`src/lbl_defs.svh`:
```
// constants of the line block link engine: codes, offsets, fields, counts
`ifndef LBL_DEFS_SVH
`define LBL_DEFS_SVH
// line codes (plain defaults, set per line code in use)
`define LBL_IDLE_CHAR      8'h16
`define LBL_SEG_END_CHAR   8'h03
`define LBL_MSG_END_CHAR   8'h04
`define LBL_SEG_BEGIN_CHAR 8'h02
`define LBL_MSG_BEGIN_LOW  8'h01
`define LBL_MSG_BEGIN_HIGH 8'h11
`define LBL_RESEND_POLL    8'h05
`define LBL_FAULT_ANSWER   8'h15
`define LBL_HOLD_ANSWER    8'h17
`define LBL_POS_ANSWER_ONE 8'h06
`define LBL_POS_ANSWER_TWO 8'h07
`define LBL_REJECT_MESSAGE 8'h18
`define LBL_DISCARD_MSG    8'h19
`define LBL_ROUTE_CHAR_ZERO 8'h12
`define LBL_ROUTE_CHAR_ONE 8'h13
`define LBL_IGNORE_CHAR    8'h14
// register byte offsets
`define LBL_OFS_CTRL     8'h00
`define LBL_OFS_STATUS   8'h04
`define LBL_OFS_TX_CTL   8'h08
`define LBL_OFS_TX_DATA  8'h0C
`define LBL_OFS_RX_DATA  8'h10
`define LBL_OFS_RX_ACC   8'h14
// first control character bits
`define LBL_C1_REJECT    0
`define LBL_C1_DISCARD   1
`define LBL_C1_START     2
`define LBL_C1_PRIO      3
`define LBL_C1_ROUTE     4
// second control character bits
`define LBL_C2_END       0
`define LBL_C2_WARN      1
// tx control register: commit bit
`define LBL_TXC_GO       16
// counts in characters
`define LBL_BLOCK_LEN    7'd80
`define LBL_LAST_IDX     7'd79
`define LBL_FRAME_IDLES  2'd3
`define LBL_POLL_IDLES   6'd40
`endif

```
`src/lbl_pkg.sv`:
```
// types of the line block link engine
package lbl_pkg;
	typedef enum logic [2:0] {RX_START, RX_SEL, RX_DATA, RX_TERM, RX_BP} lbl_rx_t;
	typedef enum logic [2:0] {TX_FRAME, TX_IDLE, TX_SEL, TX_DATA, TX_CHK, TX_POLL, TX_BP} lbl_tx_t;
	typedef struct packed {
		lbl_rx_t                 rx_st;
		logic                    msg;
		logic                    rx_verr;
		logic                    rx_term_msg;
		logic [6:0]              rx_cnt;
		logic [7:0]              rx_par;
		logic [79:0][7:0]        rx_buf;
		logic                    rx_avail;
		logic                    rx_acc;
		logic                    rx_ack_sel;
		logic [7:0]              last_reply;
		logic                    ans_pend;
		logic [7:0]              ans_char;
		lbl_tx_t                 tx_st;
		logic [1:0]              frame_cnt;
		logic                    framed;
		logic [1:0][79:0][7:0]   tx_buf;
		logic [1:0][7:0]         tx_c1;
		logic [1:0][7:0]         tx_c2;
		logic [1:0]              tx_full;
		logic                    hw_sel;
		logic [6:0]              hw_idx;
		logic                    cur;
		logic                    prev;
		logic [6:0]              tx_idx;
		logic [7:0]              tx_par;
		logic [5:0]              poll_cnt;
		logic                    awaiting;
		logic                    good;
		logic                    warn;
		logic                    tx_ack_sel;
		logic                    tx_ready;
		logic                    tx_valid;
		logic [7:0]              tx_char;
		logic                    enable;
		logic [6:0]              rd_idx;
		logic                    pready;
		logic                    pslverr;
		logic [31:0]             prdata;
	} lbl_state_t;
endpackage : lbl_pkg

```
`src/lbl_engine.sv`:
```
// line block link engine: receive framer, transmit framer, apb registers
//
// Overview of operation
// - extract answers and controls from data stream
// - parity, translate, count, store; 80 then terminate
// - idle after data ignored; termination accepted only after the 80th data char
// - check parity char; pass block or fault
// - segment end to non-data; message end ends message
// - send three idles, then flag host ready
// - reject or discard bit sends only that
// - begin char chosen by start and priority
// - route char on first block, else ignore
// - data from buffer, translated, parity after send
// - after 80th, terminate or poll until acknowledged
// - end char from end bit; keep warning
// - parity char next, awaiting flag set
// - parity send sets awaiting, clears good
// - unexpected replies are discarded
// - fault or wrong ack restarts previous block
// - correct ack frees buffer, flags host unless warning kept
// - hold answer only clears awaiting
// - no good ack: poll, forty idles, repeat
// - answer only when solicited; the ack queued on host acceptance is sent without a poll
// - bad block purged; good block acknowledged later
// - poll before acceptance answered with hold
// - begin chars accepted by message state
//
// Decided for this implementation: register access over APB and the register addresses.
`timescale 1ns/1ns
`include "lbl_defs.svh"

module lbl_engine
	import lbl_pkg::*;
(
	input  wire logic        CLK_SYS,
	input  wire logic        SRST,
	input  wire logic        PSEL,
	input  wire logic        PENABLE,
	input  wire logic        PWRITE,
	input  wire logic [7:0]  PADDR,
	input  wire logic [31:0] PWDATA,
	output logic      [31:0] PRDATA,
	output logic             PREADY,
	output logic             PSLVERR,
	input  wire logic        RX_VALID,
	input  wire logic [7:0]  RX_CHAR,
	input  wire logic        RX_VPAR_ERR,
	input  wire logic        TX_REQ,
	output logic             TX_VALID,
	output logic      [7:0]  TX_CHAR
);

	// ------------------------------------------------------------
	// helper functions
	// ------------------------------------------------------------

	// reply characters sent by the far end
	function automatic logic is_reply(input logic [7:0] c);
		is_reply = (c == `LBL_POS_ANSWER_ONE) || (c == `LBL_POS_ANSWER_TWO) ||
			(c == `LBL_FAULT_ANSWER) || (c == `LBL_HOLD_ANSWER);
	endfunction : is_reply

	// acknowledgment expected for a given alternation bit
	function automatic logic [7:0] ack_of(input logic sel);
		ack_of = sel ? `LBL_POS_ANSWER_TWO : `LBL_POS_ANSWER_ONE;
	endfunction : ack_of

	// line code translation; identity until a code table is fitted
	function automatic logic [7:0] xlate(input logic [7:0] c);
		xlate = c;
	endfunction : xlate

	// ------------------------------------------------------------
	// state
	// ------------------------------------------------------------

	lbl_state_t s_r;                 // all registered state
	lbl_state_t s_nxt;               // next state
	logic       apb_acc;             // apb access taken this cycle
	logic [7:0] c1;                  // first control of sending block
	logic [7:0] c2;                  // second control of sending block

	assign apb_acc = PSEL & PENABLE & ~s_r.pready;
	assign c1      = s_r.tx_c1[s_r.cur];
	assign c2      = s_r.tx_c2[s_r.cur];

	// ------------------------------------------------------------
	// next state logic
	// ------------------------------------------------------------

	always_comb begin
		s_nxt          = s_r;
		s_nxt.pready   = 1'b0;
		s_nxt.pslverr  = 1'b0;
		s_nxt.tx_valid = 1'b0;

		// ---- receive side ----
		if (RX_VALID) begin
			if (is_reply(RX_CHAR)) begin
				// replies are pulled out of any position in the stream
				if (s_r.awaiting) begin
					// unexpected replies fall through untouched
					if (RX_CHAR == `LBL_HOLD_ANSWER) begin
						s_nxt.awaiting = 1'b0; // good stays off
					end else if (RX_CHAR == ack_of(s_r.tx_ack_sel)) begin
						// correct ack frees the acknowledged area
						s_nxt.tx_full[s_r.prev] = 1'b0;
						s_nxt.awaiting          = 1'b0;
						s_nxt.good              = 1'b1;
						s_nxt.tx_ack_sel        = ~s_r.tx_ack_sel;
						if (!s_r.warn) begin
							s_nxt.tx_ready = 1'b1;
						end
					end else begin
						// fault or wrong ack: drop current, resend previous
						s_nxt.cur      = s_r.prev;
						s_nxt.tx_st    = TX_IDLE;
						s_nxt.good     = 1'b1;
						s_nxt.awaiting = 1'b0;
					end
				end
			end else if (RX_CHAR == `LBL_RESEND_POLL) begin
				// a poll solicits the last reply; hold until accepted
				s_nxt.ans_pend = 1'b1;
				s_nxt.ans_char = s_r.rx_acc ? s_r.last_reply : `LBL_HOLD_ANSWER;
			end else begin
				case (s_r.rx_st)
					RX_START: begin
						// begin chars valid only per message state
						if (!s_r.msg && (RX_CHAR == `LBL_MSG_BEGIN_LOW ||
							RX_CHAR == `LBL_MSG_BEGIN_HIGH)) begin
							s_nxt.msg   = 1'b1;
							s_nxt.rx_st = RX_SEL;
						end else if (s_r.msg && RX_CHAR == `LBL_SEG_BEGIN_CHAR) begin
							s_nxt.rx_st = RX_SEL;
						end
						s_nxt.rx_par  = 8'h00;
						s_nxt.rx_cnt  = 7'd0;
						s_nxt.rx_verr = 1'b0;
					end
					RX_SEL: begin
						// selection character ahead of the data is passed over, not stored
						s_nxt.rx_st = RX_DATA;
					end
					RX_DATA: begin
						if (RX_CHAR != `LBL_IDLE_CHAR) begin
							// parity, translate, count, store
							s_nxt.rx_par              = s_r.rx_par ^ RX_CHAR;
							s_nxt.rx_buf[s_r.rx_cnt] = xlate(RX_CHAR);
							s_nxt.rx_cnt              = s_r.rx_cnt + 7'd1;
							s_nxt.rx_verr             = s_r.rx_verr | RX_VPAR_ERR;
							if (s_r.rx_cnt == `LBL_LAST_IDX) begin
								s_nxt.rx_st = RX_TERM;
							end
						end
					end
					RX_TERM: begin
						// idles are let pass uncounted
						if (RX_CHAR == `LBL_SEG_END_CHAR || RX_CHAR == `LBL_MSG_END_CHAR) begin
							s_nxt.rx_term_msg = (RX_CHAR == `LBL_MSG_END_CHAR);
							s_nxt.rx_st       = RX_BP;
						end
					end
					RX_BP: begin
						// next char is the block parity
						s_nxt.ans_pend = 1'b1;
						if (RX_CHAR == s_r.rx_par && !s_r.rx_verr && !RX_VPAR_ERR) begin
							s_nxt.rx_avail   = 1'b1;
							s_nxt.rx_acc     = 1'b0;
							s_nxt.rd_idx     = 7'd0;
							s_nxt.ans_char   = `LBL_HOLD_ANSWER;
							s_nxt.last_reply = `LBL_HOLD_ANSWER;
							if (s_r.rx_term_msg) begin
								s_nxt.msg = 1'b0; // only a verified message end closes it
							end
						end else begin
							// purge and wait for the resend; the message stays open for it
							s_nxt.ans_char = `LBL_FAULT_ANSWER;
						end
						s_nxt.rx_st = RX_START; // back to non-data
					end
					default: s_nxt.rx_st = RX_START;
				endcase
			end
		end

		// ---- transmit side, one char per line request ----
		if (TX_REQ) begin
			s_nxt.tx_valid = 1'b1;
			s_nxt.tx_char  = `LBL_IDLE_CHAR;
			if (s_r.ans_pend && s_r.tx_st != TX_FRAME) begin
				// answers slip in between block characters
				s_nxt.tx_char  = s_r.ans_char;
				s_nxt.ans_pend = 1'b0;
			end else begin
				case (s_r.tx_st)
					TX_FRAME: begin
						// idles until framing is set up
						if (s_r.enable) begin
							s_nxt.frame_cnt = s_r.frame_cnt + 2'd1;
							if (s_r.frame_cnt == `LBL_FRAME_IDLES - 2'd1) begin
								s_nxt.framed   = 1'b1;
								s_nxt.tx_ready = 1'b1;
								s_nxt.tx_st    = TX_IDLE;
							end
						end
					end
					TX_IDLE: begin
						if (s_r.tx_full[s_r.cur]) begin
							s_nxt.tx_par = 8'h00;
							s_nxt.tx_idx = 7'd0;
							if (c1[`LBL_C1_REJECT]) begin
								// only the requested signal goes out
								s_nxt.tx_char          = `LBL_REJECT_MESSAGE;
								s_nxt.tx_full[s_r.cur] = 1'b0;
								s_nxt.cur              = ~s_r.cur;
								s_nxt.tx_ready         = 1'b1;
							end else if (c1[`LBL_C1_DISCARD]) begin
								s_nxt.tx_char          = `LBL_DISCARD_MSG;
								s_nxt.tx_full[s_r.cur] = 1'b0;
								s_nxt.cur              = ~s_r.cur;
								s_nxt.tx_ready         = 1'b1;
							end else begin
								// begin char from start and priority bits
								if (!c1[`LBL_C1_START]) begin
									s_nxt.tx_char = `LBL_SEG_BEGIN_CHAR;
								end else if (c1[`LBL_C1_PRIO]) begin
									s_nxt.tx_char = `LBL_MSG_BEGIN_HIGH;
								end else begin
									s_nxt.tx_char = `LBL_MSG_BEGIN_LOW;
								end
								s_nxt.tx_st = TX_SEL;
							end
						end
					end
					TX_SEL: begin
						// route char only on a message's first block
						if (!c1[`LBL_C1_START]) begin
							s_nxt.tx_char = `LBL_IGNORE_CHAR;
						end else if (c1[`LBL_C1_ROUTE]) begin
							s_nxt.tx_char = `LBL_ROUTE_CHAR_ONE;
						end else begin
							s_nxt.tx_char = `LBL_ROUTE_CHAR_ZERO;
						end
						s_nxt.tx_st = TX_DATA;
					end
					TX_DATA: begin
						// translated data, summed once sent
						s_nxt.tx_char = xlate(s_r.tx_buf[s_r.cur][s_r.tx_idx]);
						s_nxt.tx_par  = s_r.tx_par ^ s_nxt.tx_char;
						s_nxt.tx_idx  = s_r.tx_idx + 7'd1;
						if (s_r.tx_idx == `LBL_LAST_IDX) begin
							s_nxt.tx_st = TX_CHK;
						end
					end
					TX_CHK: begin
						if (s_r.good) begin
							// end char by end bit; warning kept
							s_nxt.tx_char = c2[`LBL_C2_END] ? `LBL_MSG_END_CHAR : `LBL_SEG_END_CHAR;
							s_nxt.warn    = c2[`LBL_C2_WARN];
							s_nxt.tx_st   = TX_BP;
						end else begin
							// poll in place of termination
							s_nxt.tx_char  = `LBL_RESEND_POLL;
							s_nxt.awaiting = 1'b1;
							s_nxt.poll_cnt = `LBL_POLL_IDLES;
							s_nxt.tx_st    = TX_POLL;
						end
					end
					TX_POLL: begin
						// forty idles, then look again
						s_nxt.poll_cnt = s_r.poll_cnt - 6'd1;
						if (s_r.poll_cnt == 6'd1) begin
							s_nxt.tx_st = TX_CHK;
						end
					end
					TX_BP: begin
						// parity out solicits a reply
						s_nxt.tx_char  = s_r.tx_par;
						s_nxt.awaiting = 1'b1;
						s_nxt.good     = 1'b0;
						s_nxt.prev     = s_r.cur;
						s_nxt.cur      = ~s_r.cur;
						s_nxt.tx_st    = TX_IDLE;
					end
					default: s_nxt.tx_st = TX_FRAME;
				endcase
			end
		end

		// ---- apb register access ----
		if (apb_acc) begin
			s_nxt.pready = 1'b1;
			s_nxt.prdata = 32'h00000000;
			case (PADDR)
				`LBL_OFS_CTRL: begin
					if (PWRITE) begin
						s_nxt.enable = PWDATA[0];
					end
					s_nxt.prdata[0] = s_r.enable;
				end
				`LBL_OFS_STATUS: begin
					// live state of both directions
					s_nxt.prdata[7:0] = {s_r.warn, s_r.rx_st != RX_START, s_r.msg,
						s_r.good, s_r.awaiting, s_r.rx_avail, s_r.tx_ready, s_r.framed};
				end
				`LBL_OFS_TX_CTL: begin
					if (PWRITE) begin
						s_nxt.tx_c1[s_r.hw_sel] = PWDATA[7:0];
						s_nxt.tx_c2[s_r.hw_sel] = PWDATA[15:8];
						if (PWDATA[`LBL_TXC_GO]) begin
							// commit: the block becomes sendable
							s_nxt.tx_full[s_r.hw_sel] = 1'b1;
							s_nxt.hw_sel              = ~s_r.hw_sel;
							s_nxt.hw_idx              = 7'd0;
							// a ready set by an ack this cycle wins
							s_nxt.tx_ready = s_nxt.tx_ready & ~s_r.tx_ready;
						end
					end
					s_nxt.prdata[1:0] = s_r.tx_full;
				end
				`LBL_OFS_TX_DATA: begin
					if (PWRITE) begin
						s_nxt.tx_buf[s_r.hw_sel][s_r.hw_idx] = PWDATA[7:0];
						s_nxt.hw_idx = (s_r.hw_idx == `LBL_LAST_IDX) ? 7'd0 : s_r.hw_idx + 7'd1;
					end
				end
				`LBL_OFS_RX_DATA: begin
					// each read steps to the next character
					s_nxt.prdata[7:0] = s_r.rx_buf[s_r.rd_idx];
					if (!PWRITE) begin
						s_nxt.rd_idx = (s_r.rd_idx == `LBL_LAST_IDX) ? 7'd0 : s_r.rd_idx + 7'd1;
					end
				end
				`LBL_OFS_RX_ACC: begin
					if (PWRITE && PWDATA[0] && s_r.rx_avail && !s_nxt.rx_avail == 1'b0) begin
						// host took the block: queue the correct ack
						s_nxt.rx_avail   = 1'b0;
						s_nxt.rx_acc     = 1'b1;
						s_nxt.last_reply = ack_of(s_r.rx_ack_sel);
						s_nxt.ans_pend   = 1'b1;
						s_nxt.ans_char   = ack_of(s_r.rx_ack_sel);
						s_nxt.rx_ack_sel = ~s_r.rx_ack_sel;
					end
					s_nxt.prdata[0] = s_r.rx_acc;
				end
				default: s_nxt.pslverr = 1'b1; // unmapped address
			endcase
		end
	end

	// ------------------------------------------------------------
	// state register
	// ------------------------------------------------------------

	always_ff @(posedge CLK_SYS) begin
		if (SRST) begin
			s_r            <= '0;
			s_r.rx_st      <= RX_START;
			s_r.tx_st      <= TX_FRAME;
			s_r.good       <= 1'b1;   // first block may terminate
			s_r.rx_acc     <= 1'b1;
			s_r.last_reply <= `LBL_POS_ANSWER_TWO;
		end else begin
			s_r <= s_nxt;
		end
	end

	// ------------------------------------------------------------
	// outputs, all straight from flops
	// ------------------------------------------------------------

	assign PRDATA   = s_r.prdata;
	assign PREADY   = s_r.pready;
	assign PSLVERR  = s_r.pslverr;
	assign TX_VALID = s_r.tx_valid;
	assign TX_CHAR  = s_r.tx_char;

endmodule : lbl_engine

```
`config.mk`:
```
export PLATFORM = sky130hd
export DESIGN_NAME = lbl_engine
export DESIGN_NICKNAME = d
export VERILOG_FILES = /design/src/lbl_pkg.sv /design/src/lbl_engine.sv
export VERILOG_INCLUDE_DIRS = /design/src
export SDC_FILE = /design/constraint.sdc
export NUM_CORES = 2
export LEC_CHECK = 0
export BUFFER_PORTS_ARGS = -buffer_cell sky130_fd_sc_hd__buf_4
export CAP_MARGIN = 20
export CORE_ASPECT_RATIO = 1.75
export CORE_UTILIZATION = 55
export CTS_BUF_LIST = sky130_fd_sc_hd__clkbuf_4
export DETAILED_ROUTE_END_ITERATION = 10
export HOLD_SLACK_MARGIN = 0.05
export PLACE_DENSITY = 0.77
export SYNTH_ARGS = -nofsm -noshare
export SYNTH_HDL_FRONTEND = slang
export SYNTH_SLANG_ARGS = --single-unit
export TNS_END_PERCENT = 5
```
`constraint.sdc`:
```
create_clock -name CLK_SYS -period 2.75 [get_ports CLK_SYS]
set_input_delay 0.275 -clock CLK_SYS [delete_from_list [all_inputs] [get_ports CLK_SYS]]
set_output_delay 0.275 -clock CLK_SYS [all_outputs]
set_load 0.005 [all_outputs]
```
# ---- After elaboration in Yosys (flattened, before gate mapping)
# Cells that the tools add are included.
dict set report totals {
  ff_bits 2064
  latchBits 0
  ram_bits 0
  mem_bits_ro 0
  inputBits 56
  output_inout_bits 43
  word_cells 581
  mem_count 0
}
dict set report classes {
  addsub 6
  multipliers 0
  div 0
  magnitude_cmp 12
  n_eq_ne 46
  shift 0
  mux 165
  bitwise 22
  n_reduce_logical 51
}
# operator n
set op_table {}
lappend op_table {{$mux W640} 3}
lappend op_table {{$bwmux W1280} 1}
lappend op_table {{$mux W655} 1}
lappend op_table {{$bwmux W640} 1}
lappend op_table {{$demux W640 S1} 1}
lappend op_table {{$bmux W8 S7} 2}
lappend op_table {{$demux W8 S7} 2}
lappend op_table {{$mux W8} 13}
lappend op_table {{$mux W20} 4}
lappend op_table {{$mux W7} 11}
lappend op_table {{$mux W3} 20}
lappend op_table {{$pmux W15 S2} 2}
lappend op_table {{$mux W26} 2}
lappend op_table {{$mux W1} 46}
lappend op_table {{$mux W2} 22}
lappend op_table {{$mux W41} 1}
lappend op_table {{$eq A8 B3 Y1 const B} 5}
lappend op_table {{$eq A8 B5 Y1 const B} 5}
lappend op_table {{$mux W10} 4}
lappend op_table {{$pmux W8 S5} 1}
lappend op_table {{$mux W17} 2}
lappend op_table {{$bwmux W16} 2}
lappend op_table {{$lt A7 B8 Y1 const B} 4}
lappend op_table {{$reduce_and A5 Y1} 6}
lappend op_table {{other kinds (52)} 141}

# ---- Longest topological paths before layout
dict set report depth {
  word_depth 23
  depth_mapped 13
  depth_no_buf 8
}

# ---- Least setup slack after synthesis
# OpenSTA, ideal clock, no wires.
dict set report synth_timing {
  path_kind {register -> register}
  startpoint {register s_r[34] (netlist name)}
  endpoint {register s_r, in the netlist PRDATA[2]}
  setup_ns 0.130
  arrival_time_ns 2.488
  required_ns 2.620
  path_slack_ns 0.131
  path_stages_with_launch 9
  n_path_buf 3
  synth_period_minus_slack_ns 2.619
  path_cell_list {dfxtp_1 buf_6 buf_4 buf_2 mux4_2 mux4_2 mux4_2 a22oi_1 o22ai_1}
}
dict set report synth_between {
  elab_chain_cells 3
}
# item line
set synth_rtl {}
lappend synth_rtl {{start, declared} lbl_engine.sv:77} ;# lbl_state_t s_r;
lappend synth_rtl {{start signal, assigned} lbl_engine.sv:365} ;# s_r <= s_nxt;
lappend synth_rtl {{$bmux W8 S7} lbl_engine.sv:330} ;# s_nxt.prdata[7:0] = s_r.rx_buf[s_r.rd_idx];
lappend synth_rtl {{$mux W8 (not written as such)} lbl_engine.sv:330}
lappend synth_rtl {{$pmux W6 S2} lbl_engine.sv:295} ;# case (PADDR)
# No other way between the ends. The select of a mux whose other input is x is not followed.
# A chain may end at the register's enable or synchronous reset.

# ---- Worst setup path in the final report
dict set report layout_timing {
  startpoint {register s_r[71] (netlist name)}
  endpoint {register s_r[63] (netlist name)}
}
dict set report layout_between {
  elab_chain_cells 4
}
# item line
set layout_rtl {}
lappend layout_rtl {{$bmux W8 S7} lbl_engine.sv:249} ;# s_nxt.tx_char = xlate(s_r.tx_buf[s_r.cur][s_r.tx_idx]);
lappend layout_rtl {{$mux W8 (not written as such)} lbl_engine.sv:249}
lappend layout_rtl {{$xor A8 B8 Y8} lbl_engine.sv:250} ;# s_nxt.tx_par = s_r.tx_par ^ s_nxt.tx_char;
lappend layout_rtl {{$pmux W15 S2} lbl_engine.sv:196} ;# case (s_r.tx_st)
# No other way between the ends. The select of a mux whose other input is x is not followed.

==> out/results.ini <==
[placed_design]
place_inst=12784
dp_hpwl_um=218000
place_congestion=1.04
placedInstanceArea_um2=100000
portBuffers=53

[setup_path]
path_class=flip-flop to flip-flop
path_cells=buf_12 > nor2b_4 > buf_12 > a22oi_1 > buf_4 > a211oi_4 > buf_4 > a31oi_1 > buf_4 > or3_1 > a21oi_2
critPathRequiredTime_ps=3990
crit_cells=11
crit_path_start_kind=flip-flop
path_common_cell=buf_4
slowest_stage=dfxtp_4
cp_top_family=buffers and inverters
path_max_fanout=27
cp-end-kind=flip-flop
worst-path-buf-inv=5
cp.arrival_ps=4260
max_stage_delay_ps=550
rr_worst_depth=11

[detailed_routing]
via_per_inst=6.43
vias=88286
antenna_left=0
drt_first_pass_iters=7
drc=0
drt_iter0_drc=10253
wirelength_um=333000
drt-wirelength-per-cell_um=24.3

[cts]
root_buffer=clkbuf_4
cts_tree=done
htreeDepth=5
path_clk_slew_ps=80
cts_buffer_depth=4
numCtsBuffers=460
clock_latency_ps=1340
clock-sinks=2046

[synth]
yosysWarnings=0
avgSynthCellArea_um2=8.65
async_flop_share_pct=0
ys_types=91
ys.flop_type=dfxtp_1
synth-edff-count=0
ys_seq_elements=2046
seq_area_frac_synth_pct=44.2
syn_inst=10712
syn-cell-area_um2=92700

[final_layout]
synthToLayoutAreaGrowth_pct=16.3
regArea_um2=41000
drive_gt1_share_pct=21.1
layout_commonest_cell=dfxtp_1
final_cell_mix=dfxtp_1 (2036), nand2_1 (1965), a21oi_1 (1852)
design_area_um2=108000
nFillCells=13277
multi_input_area_um2=47800
final_cells=13721
final_nets=11215

[power_and_ir_drop]
power.density_nw_per_um2=512
peakVddDrop_mv=0.318
p_leak_nw=35.8

[sta]
worst_pin_slew_ps=1150
period_share_pct=110
worst_slack_ps=-268
clock_skew_ps=89.0
rsz0062_at_grt=true
final-setup-viol-count=22
period_minus_slack_ps=3020
max_slew_margin_pct=23.3
fmax_mhz=331
fin_setup_tns_ps=-2880
slew_viol_final=0
hold_viol=0

[status]
violations=setup timing
status=finished with violations

[global_routing]
grt-ovfl-total=0
grt_pass1_vias=86839
grt_usage_pct=37.9
grt_max_degree=187
grt_pass1_wl_um=501000
grt_antenna_before_repair=13

[floorplan]
io_pins=99
die_y_um=545
fp.dieArea_um2=170000
rows=199
start_util_pct=55.3
coreArea_um2=168000
die_w_um=312

[worst_hold_path]
hold_path_class=input pin to flip-flop
whs_path_depth=4

[flow_run]
cap_violations=0

cell families (layout without fill, tap and decap cells):
| group | Yosys count | count (layout) | share of synthesized area [%] |
|---|---|---|---|
| muxes | 789 | 789 | 15.1 |
| xor gates and xnor gates | 24 | 24 | 0.227 |
| buffers and inverters | 1129 | 1890 | 5.33 |
| adders and majority gates | 7 | 7 | 0.0945 |
| AOI/OAI and AO/OA | 3250 | 3250 | 18.4 |
| and+or+nand+nor | 3466 | 3466 | 16.7 |
| other | 1 | 38 | 0.00405 |
| DFF | 2046 | 2046 | 44.2 |
metal layers:
layer	track usage (%)	up-vias	routed length [um]
li1	-	39049	-
met1	38.7	42214	108000
met2	63.6	5411	162000
met3	8.08	1608	28400
met4	37.5	4	34800
met5	0	-	27
state kept, by name, summed over array words and instances, names as in the netlist:
register	count
PREADY	1
TX_CHAR	8
s_r	2027
TX_VALID	1
PRDATA	8
PSLVERR	1
path summary, 6_finish.rpt:
kind,startpoint,endpoint,slack [ps]
min,PWDATA[7],s_r[1224],120
max,s_r[71],s_r[63],-270
min reg2reg,s_r[1417],s_r[1417],450
max reg2reg,s_r[71],s_r[63],-270
timing repair:
item	CTS	global route
endpoints found under the setup margin	22	70
hold buffers	79	0
endpoints found under the hold margin	2044	0
resized for setup	86	89
cloned	3	3
pin swaps	21	27
setup buffers	22	12
through the flow:
stage | hold slack, ps | setup slack (ps) | total power [mW] | utilization (%)
after floorplan | 416 | 131 | 31.4 | -
after global placement | 428 | -784 | 32.0 | 59.7
after detailed placement | 432 | -698 | 32.0 | 59.7
after CTS | 54.7 | -153 | 55.3 | 64.0
after global routing | 112 | -276 | 57.0 | 64.3
final | 120 | -268 | 55.2 | 64.3
synth_stat cells, types with 14 or more instances:
cell type	number	area share (%)
dfxtp_1	2046	44
nand2_1	1978	8.0
a21oi_1	1857	10
o21ai_0	1103	6.0
clkbuf_1	815	3.3
nand3_1	767	4.1
mux4_2	482	12
nor2_1	407	1.6
mux2i_1	279	3.0
buf_2	144	0.78
buf_4	63	0.51
a22oi_1	61	0.49
buf_1	48	0.19
nor3_1	44	0.24
o22ai_1	38	0.26
a31oi_1	31	0.21
buf_6	31	0.38
mux2_2	28	0.34
nand2b_1	28	0.19
nor2_8	28	0.60
nor2b_1	26	0.18
or3_1	24	0.16
and3_1	22	0.15
nor2_4	22	0.27
a22o_1	19	0.18
inv_1	19	0.077
nand4_1	15	0.10
a211oi_1	14	0.11
and2_1	14	0.094
nand3b_1	14	0.11
o221ai_1	14	0.13
report_power, final:
group / switching (mW) / leakage, nW / internal [mW]
Sequential: 0.0242 / 16.5 / 29.6
Combinational: 1.49 / 16.0 / 0.440
Clock: 12.3 / 3.40 / 11.4
Total: 13.8 / 35.8 / 41.5
worst reg2reg max path, delay by kind of cell (launching register included):
family          cells  cell delay, ps
compound gates      4             870
buf+inv             5            1010
flops               1             550
simple gates        2             550
layout make-up:
type                            instances  area share (%)
Clock inverter                        148           0.699
Inverter                               24          0.0847
Clock buffer                          658            4.58
Antenna cell                           14          0.0325
Multi-Input combinational cell       7560            44.3
Timing Repair Buffer                 1060            9.72
Tap cell                             2211            2.57
Sequential cell                      2046            38.0
(Power assumes the default switching activity.)
